$ cat src/verilog/key_scan_pkg.sv
`default_nettype none
package key_scan_pkg;
   // ----------------------------------------------------------------
   // serial port
   // ----------------------------------------------------------------
   localparam logic [7:0] DEV_ADDR = 8'h62;  // control frame address
   localparam logic [7:0] READ_ADDR = 8'h63; // key data read address
   localparam int ADDR_BITS = 8;
   localparam int CTRL_BITS = 16;
   // control frame bit positions, in order of arrival
   localparam int POS_DRIVE = 0;  // six drive level bits
   localparam int POS_OUT = 8;    // four output level bits
   localparam int POS_KP1 = 14;
   localparam int POS_KP2 = 15;
   // ----------------------------------------------------------------
   // matrix and scan timing, in oscillator periods
   // ----------------------------------------------------------------
   localparam int NUM_ROWS = 6;
   localparam int NUM_COLS = 5;
   localparam int KEY_BITS = NUM_ROWS * NUM_COLS;
   localparam int SCAN_PERIOD_T = 288;
   localparam int ROW_SLOT_T = SCAN_PERIOD_T / NUM_ROWS;
   localparam int REQ_DELAY_T = 615;
   localparam int OSC_DIV_DEF = 16; // core cycles per oscillator period
   // ----------------------------------------------------------------
   // reset values
   // ----------------------------------------------------------------
   localparam logic [5:0] DRIVE_RST = 6'h00;
   localparam logic [3:0] OUT_RST = 4'h0;
   localparam logic [1:0] KP_RST = 2'h0;
endpackage
`default_nettype wire

$ cat src/verilog/key_matrix_scanner.sv
// Function
// - transfer accepted only for control frame or key data read address
// - frame order: drive, zeros, outputs, zeros, select
// - select bits turn shared pins into outputs
// - drive bit sets idle level; low never pulses
// - output bits set general output levels
// - key bit 5*(r-1)+c, pressed is one
// - shared pins as outputs report zero keys
// - one scan lasts 288 oscillator periods
// - two agreeing scans needed, else rescan while a sense line is high, idle if none
// - request low 615 periods after scan start
// - scan timing unit is oscillator period
// - oscillator idle until key on high line
// - request released while enable high in transfer
// - after read, clear request and rescan
// - simultaneous presses set several bits
// - reset: no scan, outputs low, keys cleared
// - scan waits for frame; request high in reset
`default_nettype none
module key_matrix_scanner
   import key_scan_pkg::*;
#(
   parameter int OSC_DIV = OSC_DIV_DEF
)
(
   input wire logic core_clk_i,
   input wire logic srst_i,
   input wire logic clk_en_i,
   input wire logic reset_n_pin_i,
   input wire logic chip_enable_i,
   input wire logic serial_shift_clock_i,
   input wire logic serial_in_i,
   input wire logic [NUM_COLS-1:0] sense_inputs_i,
   output logic [2:0] scan_drive_lines_o,
   output logic [2:0] shared_drive_output_pins_o,
   output logic general_outputs_o,
   output logic data_out_o,
   output logic data_out_oe_o
);
   typedef enum {ST_IDLE, ST_SCAN, ST_HOLD, ST_REQ} scan_st_t;

   // rows usable for scanning under the pin-sharing select
   function automatic logic [NUM_ROWS-1:0] row_mask(input logic [1:0] kp);
      logic [NUM_ROWS-1:0] m;
      m = 6'h3f;
      case (kp)
         2'b10: m = 6'h1f; // kp1 only: last pin is an output
         2'b01: m = 6'h0f;
         2'b11: m = 6'h07;
         default: m = 6'h3f;
      endcase
      return m;
   endfunction

   // ----------------------------------------------------------------
   // input synchronisers
   // ----------------------------------------------------------------
   logic [8:0] meta_r, sync_r;
   logic ce_d_r, cl_d_r;
   wire logic rst_pin_s = sync_r[0];
   wire logic ce_s = sync_r[1];
   wire logic cl_s = sync_r[2];
   wire logic di_s = sync_r[3];
   wire logic [NUM_COLS-1:0] sense_s = sync_r[8:4];
   wire logic dev_rst = srst_i || !rst_pin_s;

   // two flops per pin; all logic reads only the second
   always_ff @(posedge core_clk_i)
   begin
      if (srst_i)
      begin
         meta_r <= 9'h000;
         sync_r <= 9'h000;
         ce_d_r <= 1'b0;
         cl_d_r <= 1'b0;
      end
      else if (clk_en_i)
      begin
         meta_r <= {sense_inputs_i, serial_in_i, serial_shift_clock_i,
                    chip_enable_i, reset_n_pin_i};
         sync_r <= meta_r;
         ce_d_r <= ce_s;
         cl_d_r <= cl_s;
      end
   end

   wire logic cl_rise = cl_s && !cl_d_r;
   wire logic ce_rise = ce_s && !ce_d_r;
   wire logic ce_fall = !ce_s && ce_d_r;

   // ----------------------------------------------------------------
   // serial port: address with enable low, payload with enable high
   // ----------------------------------------------------------------
   logic [ADDR_BITS-1:0] addr_r;
   logic [CTRL_BITS-1:0] frame_r;
   logic [4:0] bit_cnt_r;
   logic wr_act_r, rd_act_r;
   logic [NUM_ROWS-1:0] drive_lvl_r;
   logic [3:0] out_lvl_r;
   logic [1:0] kp_r;
   logic cfg_valid_r;
   logic read_done;

   // address shifts in lowest bit first while enable is low
   always_ff @(posedge core_clk_i)
   begin
      if (dev_rst)
      begin
         addr_r <= '0;
         wr_act_r <= 1'b0;
         rd_act_r <= 1'b0;
         frame_r <= '0;
         bit_cnt_r <= 5'h00;
      end
      else if (clk_en_i)
      begin
         if (!ce_s && cl_rise)
            addr_r <= {di_s, addr_r[ADDR_BITS-1:1]};
         if (ce_rise)
         begin
            wr_act_r <= (addr_r == DEV_ADDR);
            rd_act_r <= (addr_r == READ_ADDR);
            bit_cnt_r <= 5'h00;
         end
         else if (ce_fall)
         begin
            wr_act_r <= 1'b0;
            rd_act_r <= 1'b0;
         end
         else if (ce_s && cl_rise)
         begin
            if (wr_act_r)
               frame_r <= {di_s, frame_r[CTRL_BITS-1:1]};
            if (bit_cnt_r != 5'h1f)
               bit_cnt_r <= bit_cnt_r + 5'h01;
         end
      end
   end

   // a control frame takes effect when enable falls after 16 bits
   always_ff @(posedge core_clk_i)
   begin
      if (dev_rst)
      begin
         drive_lvl_r <= DRIVE_RST;
         out_lvl_r <= OUT_RST;
         kp_r <= KP_RST;
         cfg_valid_r <= 1'b0;
      end
      else if (clk_en_i && ce_fall && wr_act_r && bit_cnt_r == 5'(CTRL_BITS))
      begin
         drive_lvl_r <= frame_r[POS_DRIVE +: NUM_ROWS];
         out_lvl_r <= frame_r[POS_OUT +: 4];
         kp_r <= {frame_r[POS_KP1], frame_r[POS_KP2]};
         cfg_valid_r <= 1'b1;
      end
   end

   assign read_done = ce_fall && rd_act_r;

   // ----------------------------------------------------------------
   // scan engine, paced by the oscillator period
   // ----------------------------------------------------------------
   scan_st_t st_r;
   logic tick;
   logic [9:0] t_cnt_r;
   logic [5:0] slot_r;
   logic [2:0] row_r;
   logic pass_r;
   logic [KEY_BITS-1:0] scan_a_r, scan_b_r, keys_r;
   wire logic [NUM_ROWS-1:0] scan_rows = row_mask(kp_r);
   wire logic [NUM_ROWS-1:0] live_rows = scan_rows & drive_lvl_r;
   wire logic osc_run = (st_r == ST_SCAN) || (st_r == ST_HOLD);
   // the last row lands in scan_b_r on the same edge as the compare, so splice it in
   wire logic [NUM_COLS-1:0] row_smp = sense_s & {NUM_COLS{live_rows[row_r]}};
   wire logic [KEY_BITS-1:0] scan_b_fresh = {row_smp, scan_b_r[KEY_BITS-NUM_COLS-1:0]};
   wire logic slot_end = tick && (slot_r == 6'(ROW_SLOT_T - 1));
   wire logic scan_end = slot_end && (row_r == 3'(NUM_ROWS - 1));

   osc_tick #(.DIV(OSC_DIV)) u_osc (
      .core_clk_i(core_clk_i),
      .srst_i(dev_rst),
      .clk_en_i(clk_en_i),
      .run_i(osc_run),
      .tick_o(tick)
   );

   // row slots of 48 periods, six rows per scan, two scans per check
   always_ff @(posedge core_clk_i)
   begin
      if (dev_rst || !osc_run)
      begin
         slot_r <= 6'h00;
         row_r <= 3'h0;
      end
      else if (clk_en_i && tick && st_r == ST_SCAN)
      begin
         slot_r <= slot_end ? 6'h00 : slot_r + 6'h01;
         if (slot_end)
            row_r <= scan_end ? 3'h0 : row_r + 3'h1;
      end
   end

   // sense sampled at slot end; bit index 5*row+col
   always_ff @(posedge core_clk_i)
   begin
      if (dev_rst || st_r == ST_IDLE)
      begin
         scan_a_r <= '0;
         scan_b_r <= '0;
      end
      else if (clk_en_i && slot_end && st_r == ST_SCAN)
      begin
         for (int c = 0; c < NUM_COLS; c++)
         begin
            if (!pass_r)
               scan_a_r[row_r*NUM_COLS + c] <= sense_s[c] && live_rows[row_r];
            else
               scan_b_r[row_r*NUM_COLS + c] <= sense_s[c] && live_rows[row_r];
         end
      end
   end

   // main sequence: start, double scan, compare, hold, request, read
   always_ff @(posedge core_clk_i)
   begin
      if (dev_rst)
      begin
         st_r <= ST_IDLE;
         t_cnt_r <= 10'h000;
         pass_r <= 1'b0;
         keys_r <= '0;
      end
      else if (clk_en_i)
      begin
         case (st_r)
            ST_IDLE:
            begin
               t_cnt_r <= 10'h000;
               pass_r <= 1'b0;
               // drive lines idle at their levels, so a sense high is a key
               if (cfg_valid_r && (|sense_s) && (|live_rows))
                  st_r <= ST_SCAN;
            end
            ST_SCAN:
            begin
               if (tick)
                  t_cnt_r <= t_cnt_r + 10'h001;
               if (scan_end)
               begin
                  pass_r <= !pass_r;
                  if (pass_r)
                  begin
                     // compare uses the fresh sample of the last row
                     if (scan_a_r == scan_b_fresh && |scan_a_r)
                        st_r <= ST_HOLD;
                     else if (scan_a_r != scan_b_fresh && (|sense_s))
                        t_cnt_r <= 10'h000;
                     else
                        st_r <= ST_IDLE; // scans agreed on no keys, or no sense line high on the last row
                  end
               end
            end
            ST_HOLD:
            begin
               if (tick)
                  t_cnt_r <= t_cnt_r + 10'h001;
               if (tick && t_cnt_r == 10'(REQ_DELAY_T - 1))
               begin
                  keys_r <= scan_a_r;
                  st_r <= ST_REQ;
               end
            end
            ST_REQ:
            begin
               if (read_done)
               begin
                  t_cnt_r <= 10'h000;
                  pass_r <= 1'b0;
                  st_r <= ST_SCAN;
               end
            end
            default: st_r <= ST_IDLE;
         endcase
      end
   end

   // ----------------------------------------------------------------
   // pin outputs, all registered
   // ----------------------------------------------------------------
   logic [NUM_ROWS-1:0] drive_nxt;
   logic [2:0] shared_nxt;
   always_comb
   begin
      drive_nxt = drive_lvl_r;
      if (st_r == ST_SCAN)
      begin
         // only the row under scan pulses, and only if its level is high
         drive_nxt = '0;
         drive_nxt[row_r] = drive_lvl_r[row_r];
      end
      // shared pin order: drive 4 / out 4, drive 5 / out 3, drive 6 / out 2
      shared_nxt[0] = scan_rows[3] ? drive_nxt[3] : out_lvl_r[3];
      shared_nxt[1] = scan_rows[4] ? drive_nxt[4] : out_lvl_r[2];
      shared_nxt[2] = scan_rows[5] ? drive_nxt[5] : out_lvl_r[1];
   end

   always_ff @(posedge core_clk_i)
   begin
      if (dev_rst)
      begin
         scan_drive_lines_o <= 3'h0;
         shared_drive_output_pins_o <= 3'h0;
         general_outputs_o <= 1'b0;
      end
      else if (clk_en_i)
      begin
         scan_drive_lines_o <= drive_nxt[2:0];
         shared_drive_output_pins_o <= shared_nxt;
         general_outputs_o <= out_lvl_r[0];
      end
   end

   // open drain: enable pulls the line low, a pull-up gives high
   always_ff @(posedge core_clk_i)
   begin
      data_out_o <= 1'b0;
      if (dev_rst)
         data_out_oe_o <= 1'b0;
      else if (clk_en_i)
      begin
         if (rd_act_r && ce_s)
            data_out_oe_o <= (bit_cnt_r < 5'(KEY_BITS)) ? !keys_r[bit_cnt_r] : 1'b1;
         else if (ce_s)
            data_out_oe_o <= 1'b0;
         else
            data_out_oe_o <= (st_r == ST_REQ) && !read_done;
      end
   end
endmodule
`default_nettype wire

$ cat src/verilog/osc_tick.sv
`default_nettype none
module osc_tick
   import key_scan_pkg::*;
#(
   parameter int DIV = OSC_DIV_DEF
)
(
   input wire logic core_clk_i,
   input wire logic srst_i,
   input wire logic clk_en_i,
   input wire logic run_i,
   output logic tick_o
);
   localparam int CW = $clog2(DIV + 1);
   localparam logic [CW-1:0] LAST = CW'(DIV - 1);
   logic [CW-1:0] cnt_r;

   // ----------------------------------------------------------------
   // oscillator model: stands still while not running
   // ----------------------------------------------------------------
   always_ff @(posedge core_clk_i)
   begin
      if (srst_i || !run_i)
      begin
         cnt_r <= '0;
         tick_o <= 1'b0;
      end
      else if (clk_en_i)
      begin
         tick_o <= (cnt_r == LAST);
         cnt_r <= (cnt_r == LAST) ? '0 : cnt_r + 1'b1;
      end
   end
endmodule
`default_nettype wire

$ cat config.mk
export PLATFORM = sky130hd
export DESIGN_NAME = key_matrix_scanner
export DESIGN_NICKNAME = d
export VERILOG_FILES = /design/src/verilog/key_scan_pkg.sv /design/src/verilog/key_matrix_scanner.sv /design/src/verilog/osc_tick.sv
export SDC_FILE = /design/constraint.sdc
export NUM_CORES = 1
export LEC_CHECK = 0
export ABC_AREA = 1
export BUFFER_PORTS_ARGS = -buffer_cell sky130_fd_sc_hd__buf_2
export CORE_MARGIN = 1.5
export CORE_UTILIZATION = 25
export DETAILED_ROUTE_END_ITERATION = 16
export GPL_ROUTABILITY_DRIVEN = 0
export PLACE_DENSITY = 0.4
export SETUP_SLACK_MARGIN = 0.2
export SLEW_MARGIN = 20
export SYNTH_ARGS = -nofsm -noshare
export SYNTH_HDL_FRONTEND = slang
export SYNTH_HIERARCHICAL = 1
export SYNTH_SLANG_ARGS = --single-unit
$ cat constraint.sdc
create_clock -name core_clk_i -period 5.8 [get_ports core_clk_i]
set_input_delay 0.29 -clock core_clk_i [delete_from_list [all_inputs] [get_ports core_clk_i]]
set_output_delay 0.29 -clock core_clk_i [all_outputs]
set_load 0.005 [all_outputs]
==> results of run 1 <==
[sequential cells by signal, summed over array words and instances, names as in the netlist, 3 cells and up]
name and flops:
addr_r 8, bit_cnt_r 5, drive_lvl_r 6, frame_r 16, keys_r 30, meta_r 9
out_lvl_r 4, row_r 3, scan_a_r 30, scan_b_r 25, scan_drive_lines_o 3, shared_drive_output_pins_o 3
slot_r 6, sync_r 9, t_cnt_r 10, u_osc/cnt_r 5
[metrics by stage]
stage / utilization [%] / setup WS, ns
global placement: 26.6 / 2.02
global route: 27.8 / 1.47
floorplan: - / 3.28
detailed placement: 26.6 / 1.99
finish: 27.8 / 1.94
CTS: 27.8 / 1.97
[critical path: stages (launching register included)]
cell      delay [ns]
dfxtp_1         0.64
ha_1            0.55
clkinv_1        0.40
nor2_1          0.18
inv_1           0.09
nand2_1         0.06
nand2_1         0.06
nor2_1          0.13
inv_1           0.15
nor2_2          0.63
inv_1           0.28
nor2_1          0.22
nand2_1         0.09
inv_1           0.08
nor2_1          0.04
o21a_1          0.16
[worst min path at each step]
stage,slack [ns],depth (start not counted),end,from
final,0.04,3,meta_r[3]$_SDFFE_PP0P_,serial_in_i
after global routing,0.02,3,meta_r[0]$_SDFFE_PP0P_,reset_n_pin_i
after CTS,0.009,3,meta_r[3]$_SDFFE_PP0P_,serial_in_i
after detailed placement,0.45,2,keys_r[9]$_SDFFE_PP0P_,keys_r[9]$_SDFFE_PP0P_
after global placement,0.45,2,t_cnt_r[9]$_SDFFE_PP0P_,t_cnt_r[9]$_SDFFE_PP0P_
after floorplan,0.43,2,out_lvl_r[3]$_SDFFE_PP0P_,out_lvl_r[3]$_SDFFE_PP0P_
[logic make-up (layout without fill, tap and decap cells)]
family / after synthesis / count (layout)
buf+inv: 345 / 315
other cells: 1 / 2
flops: 185 / 185
xor+xnor: 17 / 17
simple gates: 1156 / 1156
fa+ha+maj: 27 / 27
compound gates: 568 / 568
[cell usage after synthesis (all sizes together)]
cell type    n  area share [%]
nand2      562              16
nor2       410              12
o21ai      274              10
inv        243             6.8
a21oi      198             7.5
dfxtp      185              27
nand3       98             3.9
clkbuf      58             1.6
nor3        51             2.0
buf         38             1.9
a31oi       35             1.6
ha          27             2.5
o22ai       14            0.65
a211oi      13            0.72
xnor2       13            0.90
nand3b      12            0.67
o211ai      12            0.71
nand4       11            0.51
clkinv       6            0.17
nor4         6            0.32
o221ai       6            0.39
nor3b        5            0.28
o31ai        5            0.28
o21a         4            0.22
xor2         4            0.26
a21boi       2            0.11
a22oi        2            0.15
a221oi       1           0.065
a311oi       1           0.065
and3         1           0.046
conb         1           0.028
o311ai       1           0.065
[final cells by class]
class	count	area share [%]
diodes	1	0.0170
clock buffers	17	2.89
clock inverters	15	1.32
inverters	249	6.37
multi-input cells	1769	57.0
flip-flops and latches	185	25.2
well taps	688	5.85
repair buffers	34	1.41
[layer usage]
| layer | track usage (%) | share of wire [%] |
|---|---|---|
| met1 | 29.4 | 44 |
| met2 | 34.0 | 43 |
| met3 | 4.17 | 7.7 |
| met4 | 11.2 | 4.8 |
| met5 | 0 | 0 |
[power by group through the flow]
stage | sequential [mW] | clock [mW] | combinational, mW
after floorplan | 1.31 | 0 | 0.0368
after global placement | 1.31 | 0 | 0.0547
after detailed placement | 1.31 | 0 | 0.0544
after CTS | 1.28 | 1.32 | 0.0545
after global routing | 1.29 | 1.36 | 0.0612
final | 1.28 | 1.27 | 0.0533
==> results.ini, run 1 <==
[power]
ir_worst_vdd_uv=208
power_density_nw_per_um2=177
switching_share_pct=27.8
p_total_mw=2.61
clock_power_share_pct=48.8
cellLeakagePower_nw=5.71
p_comb_share_pct=2.0
pwr-share-seq_pct=49.2
intPower_mw=1.88
p_switching_uw=725

[synth]
synthXorXnorAreaFrac_pct=1.16
synth_fp_nets=2338
synthMuxAreaShare_pct=0
ys_seq_elements=185
synth_area_um2=13500
yosysSeqAreaShare_pct=27.5
synth_top_family_by_area=simple AND/OR/NAND/NOR gates
synthSimpleGateAreaFrac_pct=35.6
post_synth.cell_area_avg_um2=5.86
synthCells=2299
synth_compound_area_share_pct=22.7
yosysWarnings=6
synth_cell_types=55
yosys.area_share.adder_pct=2.51

[clock_network]
clk_pin_slew_ns=0.09
clkSinkCount=185
cts_resized=0
insertion_delay_ns=0.50
cts_tree=built
cts_buffers=17
htreeDepth=4
holdBufCountCts=0
postCtsSetupBuffers=0
clockBufferDepth=2
root_buffer=clkbuf_16

[layout]
fillers=6089
regArea_um2=3700
syn2layout_area_growth_pct=9.18
multi_input_area_um2=8380
stdcell_count=2958
fin_nets=2295
layout-drive-gt1-share_pct=5.60
final_cell_mix=nand2_1 (547), nor2_1 (398), o21ai_0 (253)
stdcell_area_um2=14700
final_common_cell=nand2_1

[floorplan]
rows=84
start_util_pct=25.4
dieHeight_um=235
core_um2=53000
die_w_um=235
num_io_pins=21
die_area_um2=55300

[sta]
tightest_slew_ns=1.01
finalHoldViolCount=0
max_freq_ghz=0.259
setup_viol=0
tns_ns=0
slew_viol_final=0
fin_worst_skew_ns=0.0207
hold-worst-slack_ns=0.0357
period_minus_slack_ns=3.86
maxSlewHeadroom_pct=32.4
rsz0062_at_grt=false
period_share_pct=66.6

[place]
placed_cell_area_um2=14100
portBuffers=19
dp_hpwl_mm=43.9
placed_cells=2925

[setup_path]
rr_startpoint=row_r[0]$_SDFFE_PP0P_
worst-r2r-setup-slack_ns=1.94
end_kind=register
path_class=reg2reg
crit_required_ns=6.19
cp-start-kind=register
endpoint=scan_a_r[15]$_SDFFE_PP0P_
r2r_cells=15
critPathArrivalTime_ns=4.26
rr_endpoint=scan_a_r[15]$_SDFFE_PP0P_
crit_fanout=14
crit_start=row_r[0]$_SDFFE_PP0P_

[drt]
drtPass1Iterations=6
routed_via_density=5.22
wl_per_cell_um=20.9
ant_nets=0
drt_iter0_drc=1562
drc=0
routed_wl_mm=61.7
vias=15500

[global_routing]
grt_pass1_wl_mm=92.1
antenna_found_initial=0
grt-ovfl-total=0
grt_max_degree=76
grt_pass1_vias=14200
grt.total_usage_pct=22.1

[hold_path]
hp-class=in2reg

[flow_run]
drv_cap=0

[outcome]
status=finished, final reports clean

No activity file was read; power rests on OpenSTA's default activity.
==> inputs of run 2 (changes only) <==
==> constraint.sdc (replaced) <==
create_clock -name core_clk_i -period 4 [get_ports core_clk_i]
set_input_delay 0.2 -clock core_clk_i [delete_from_list [all_inputs] [get_ports core_clk_i]]
set_output_delay 0.2 -clock core_clk_i [all_outputs]
set_load 0.005 [all_outputs]
==> results.ini, run 2 (same netlist as run 1, synthesis figures left out) <==
[outcome]
status=finished, final reports clean

[sta]
max_freq_ghz=0.283  ; +9.3%
slew_viol_final=0  ; unchanged
tightest_slew_ns=0.926  ; -0.0806 ns
finalHoldViolCount=0  ; unchanged
maxSlewHeadroom_pct=38.2  ; +5.8 points
period_minus_slack_ns=3.53  ; -0.330 ns
fin_worst_skew_ns=0.0157  ; -0.00498 ns
fin_ws_ns=0.467  ; -1.47 ns
hold-worst-slack_ns=0.102  ; +0.0659 ns
rsz0062_at_grt=false
tns_ns=0  ; unchanged
setup_viol=0  ; unchanged
period_share_pct=88.3  ; +22 points

[layout]
reg_top3=keys_r x30, scan_a_r x30, scan_b_r x25
syn2layout_area_growth_pct=11.8
final_cell_mix=nand2_1 (546), nor2_1 (397), o21ai_0 (253)
stdcell_area_um2=15100  ; +2.4%
final_common_cell=nand2_1
antenna_cells=0  ; -1
layout-drive-gt1-share_pct=7.05  ; +1.4 points
fin_nets=2339  ; +1.9%
final_core_util_pct=28.4  ; +0.66 points
stdcell_count=3001  ; +1.5%

[place]
placed_cells=2960  ; +1.2%
portBuffers=19  ; unchanged
dp_hpwl_mm=45.5  ; +3.6%
placed_cell_area_um2=14400  ; +2.0%
dp_slack_ns=0.432  ; -1.56 ns

[clock_network]
root_buffer=clkbuf_16
insertion_delay_ns=0.50  ; about the same
clk_pin_slew_ns=0.09  ; about the same
cts_buffers=17  ; unchanged
cts_tree=built
clkSinkCount=185  ; unchanged
clockBufferDepth=2  ; unchanged
htreeDepth=4  ; unchanged

[setup_path]
end_kind=register
critPathArrivalTime_ns=3.93  ; -0.33 ns
crit_fanout=14  ; unchanged
cp-start-kind=register
path_class=reg2reg
crit_required_ns=4.40  ; -1.79 ns
r2r_cells=15  ; unchanged

[global_routing]
grt-ovfl-total=0  ; unchanged
antenna_found_initial=0  ; unchanged
grt.total_usage_pct=22.4  ; +0.28 points
grt_max_degree=75  ; -1.3%
grt_pass1_vias=14800  ; +3.9%
grt_pass1_wl_mm=93.6  ; +1.6%

[hold_path]
hold_depth=3  ; unchanged
hp-class=in2reg

[drt]
vias=15700  ; +1.6%
ant_nets=0  ; unchanged
wl_per_cell_um=20.9  ; about the same
drtPass1Iterations=6  ; unchanged
routed_via_density=5.23  ; +0.12%
routed_wl_mm=62.6  ; +1.4%
drc=0  ; unchanged
drt_iter0_drc=1456  ; -6.8%

[power]
p_total_mw=3.76  ; +44%
ir_worst_vdd_uv=225  ; +7.9%
cellLeakagePower_nw=5.92  ; +3.6%
power_density_nw_per_um2=250  ; +41%

[floorplan]
die_area_um2=55300  ; unchanged
core_um2=53000  ; unchanged
rows=84  ; unchanged
num_io_pins=21  ; unchanged
start_util_pct=25.4  ; unchanged
dieHeight_um=235  ; unchanged
die_w_um=235  ; unchanged

[flow_run]
drv_cap=0  ; unchanged

-- run 2: cell types whose count changed in the layout (fill, tap and decap cells not counted), sizes merged --
| cell | change |
|---|---|
| clkinv | -3 |
| clkinvlp | +2 |
| dlygate4sd3 | +9 |
| diode | -1 |
| buf | +35 |
| clkbuf | +1 |
-- run 2: path summary, 6_finish.rpt --
kind                                                  end                   start  slack, ns
worst max-delay path            scan_a_r[22]$_SDFFE_PP0P_   row_r[2]$_SDFFE_PP0P_       0.47
worst min-delay path               sync_r[8]$_SDFFE_PP0P_                clk_en_i       0.10
worst max register to register  scan_a_r[22]$_SDFFE_PP0P_   row_r[2]$_SDFFE_PP0P_       0.47
worst min register to register     meta_r[0]$_SDFFE_PP0P_  meta_r[0]$_SDFFE_PP0P_       0.47
-- run 2: area by class of cell --
| type | count | area, um^2 |
|---|---|---|
| fill | 6133 | 37900 |
| multi-input combinational | 1769 | 8390 |
| sequential | 185 | 3700 |
| inverter | 249 | 941 |
| tap | 688 | 861 |
| timing repair buffer | 78 | 573 |
| clock buffer | 18 | 429 |
| clock inverter | 14 | 170 |
-- run 2: power breakdown --
group	internal [mW]	leakage [nW]	switching, mW	total, mW
clock network	0.847	0.285	0.970	1.82
registers	1.85	1.49	0.0105	1.86
logic	0.0292	4.14	0.0559	0.0851
total	2.73	5.92	1.04	3.76
-- run 2: worst max-delay path, stage by stage (launching register included) --
cell and delay [ns]:
dfxtp_1 0.39, ha_1 0.61, ha_1 0.31, inv_1 0.10
nand2_1 0.09, nand2_1 0.08, o21ai_0 0.16, nand2_1 0.14
nor2_1 0.45, inv_1 0.38, nor2_1 0.19, inv_1 0.07
nor3_1 0.14, a21oi_1 0.07, a21oi_1 0.20, nor2_1 0.05
-- run 2: routing by layer --
metal  vias to the layer above  GRT usage [%]  wire (um)
li1                       7516              -          -
met1                      7311           29.5      27500
met2                       712           34.8      26900
met3                       156           4.16       5030
met4                         0           11.3       3180
met5                         -              0          0
-- run 2: what timing repair did --
| item | 4_1_cts | 5_1_grt |
|---|---|---|
| hold buffers | 9 | 0 |
| setup buffers | 0 | 0 |
| hold endpoints to repair | 9 | 0 |
| setup endpoints to repair | 0 | 10 |
| resized for setup | 0 | 3 |
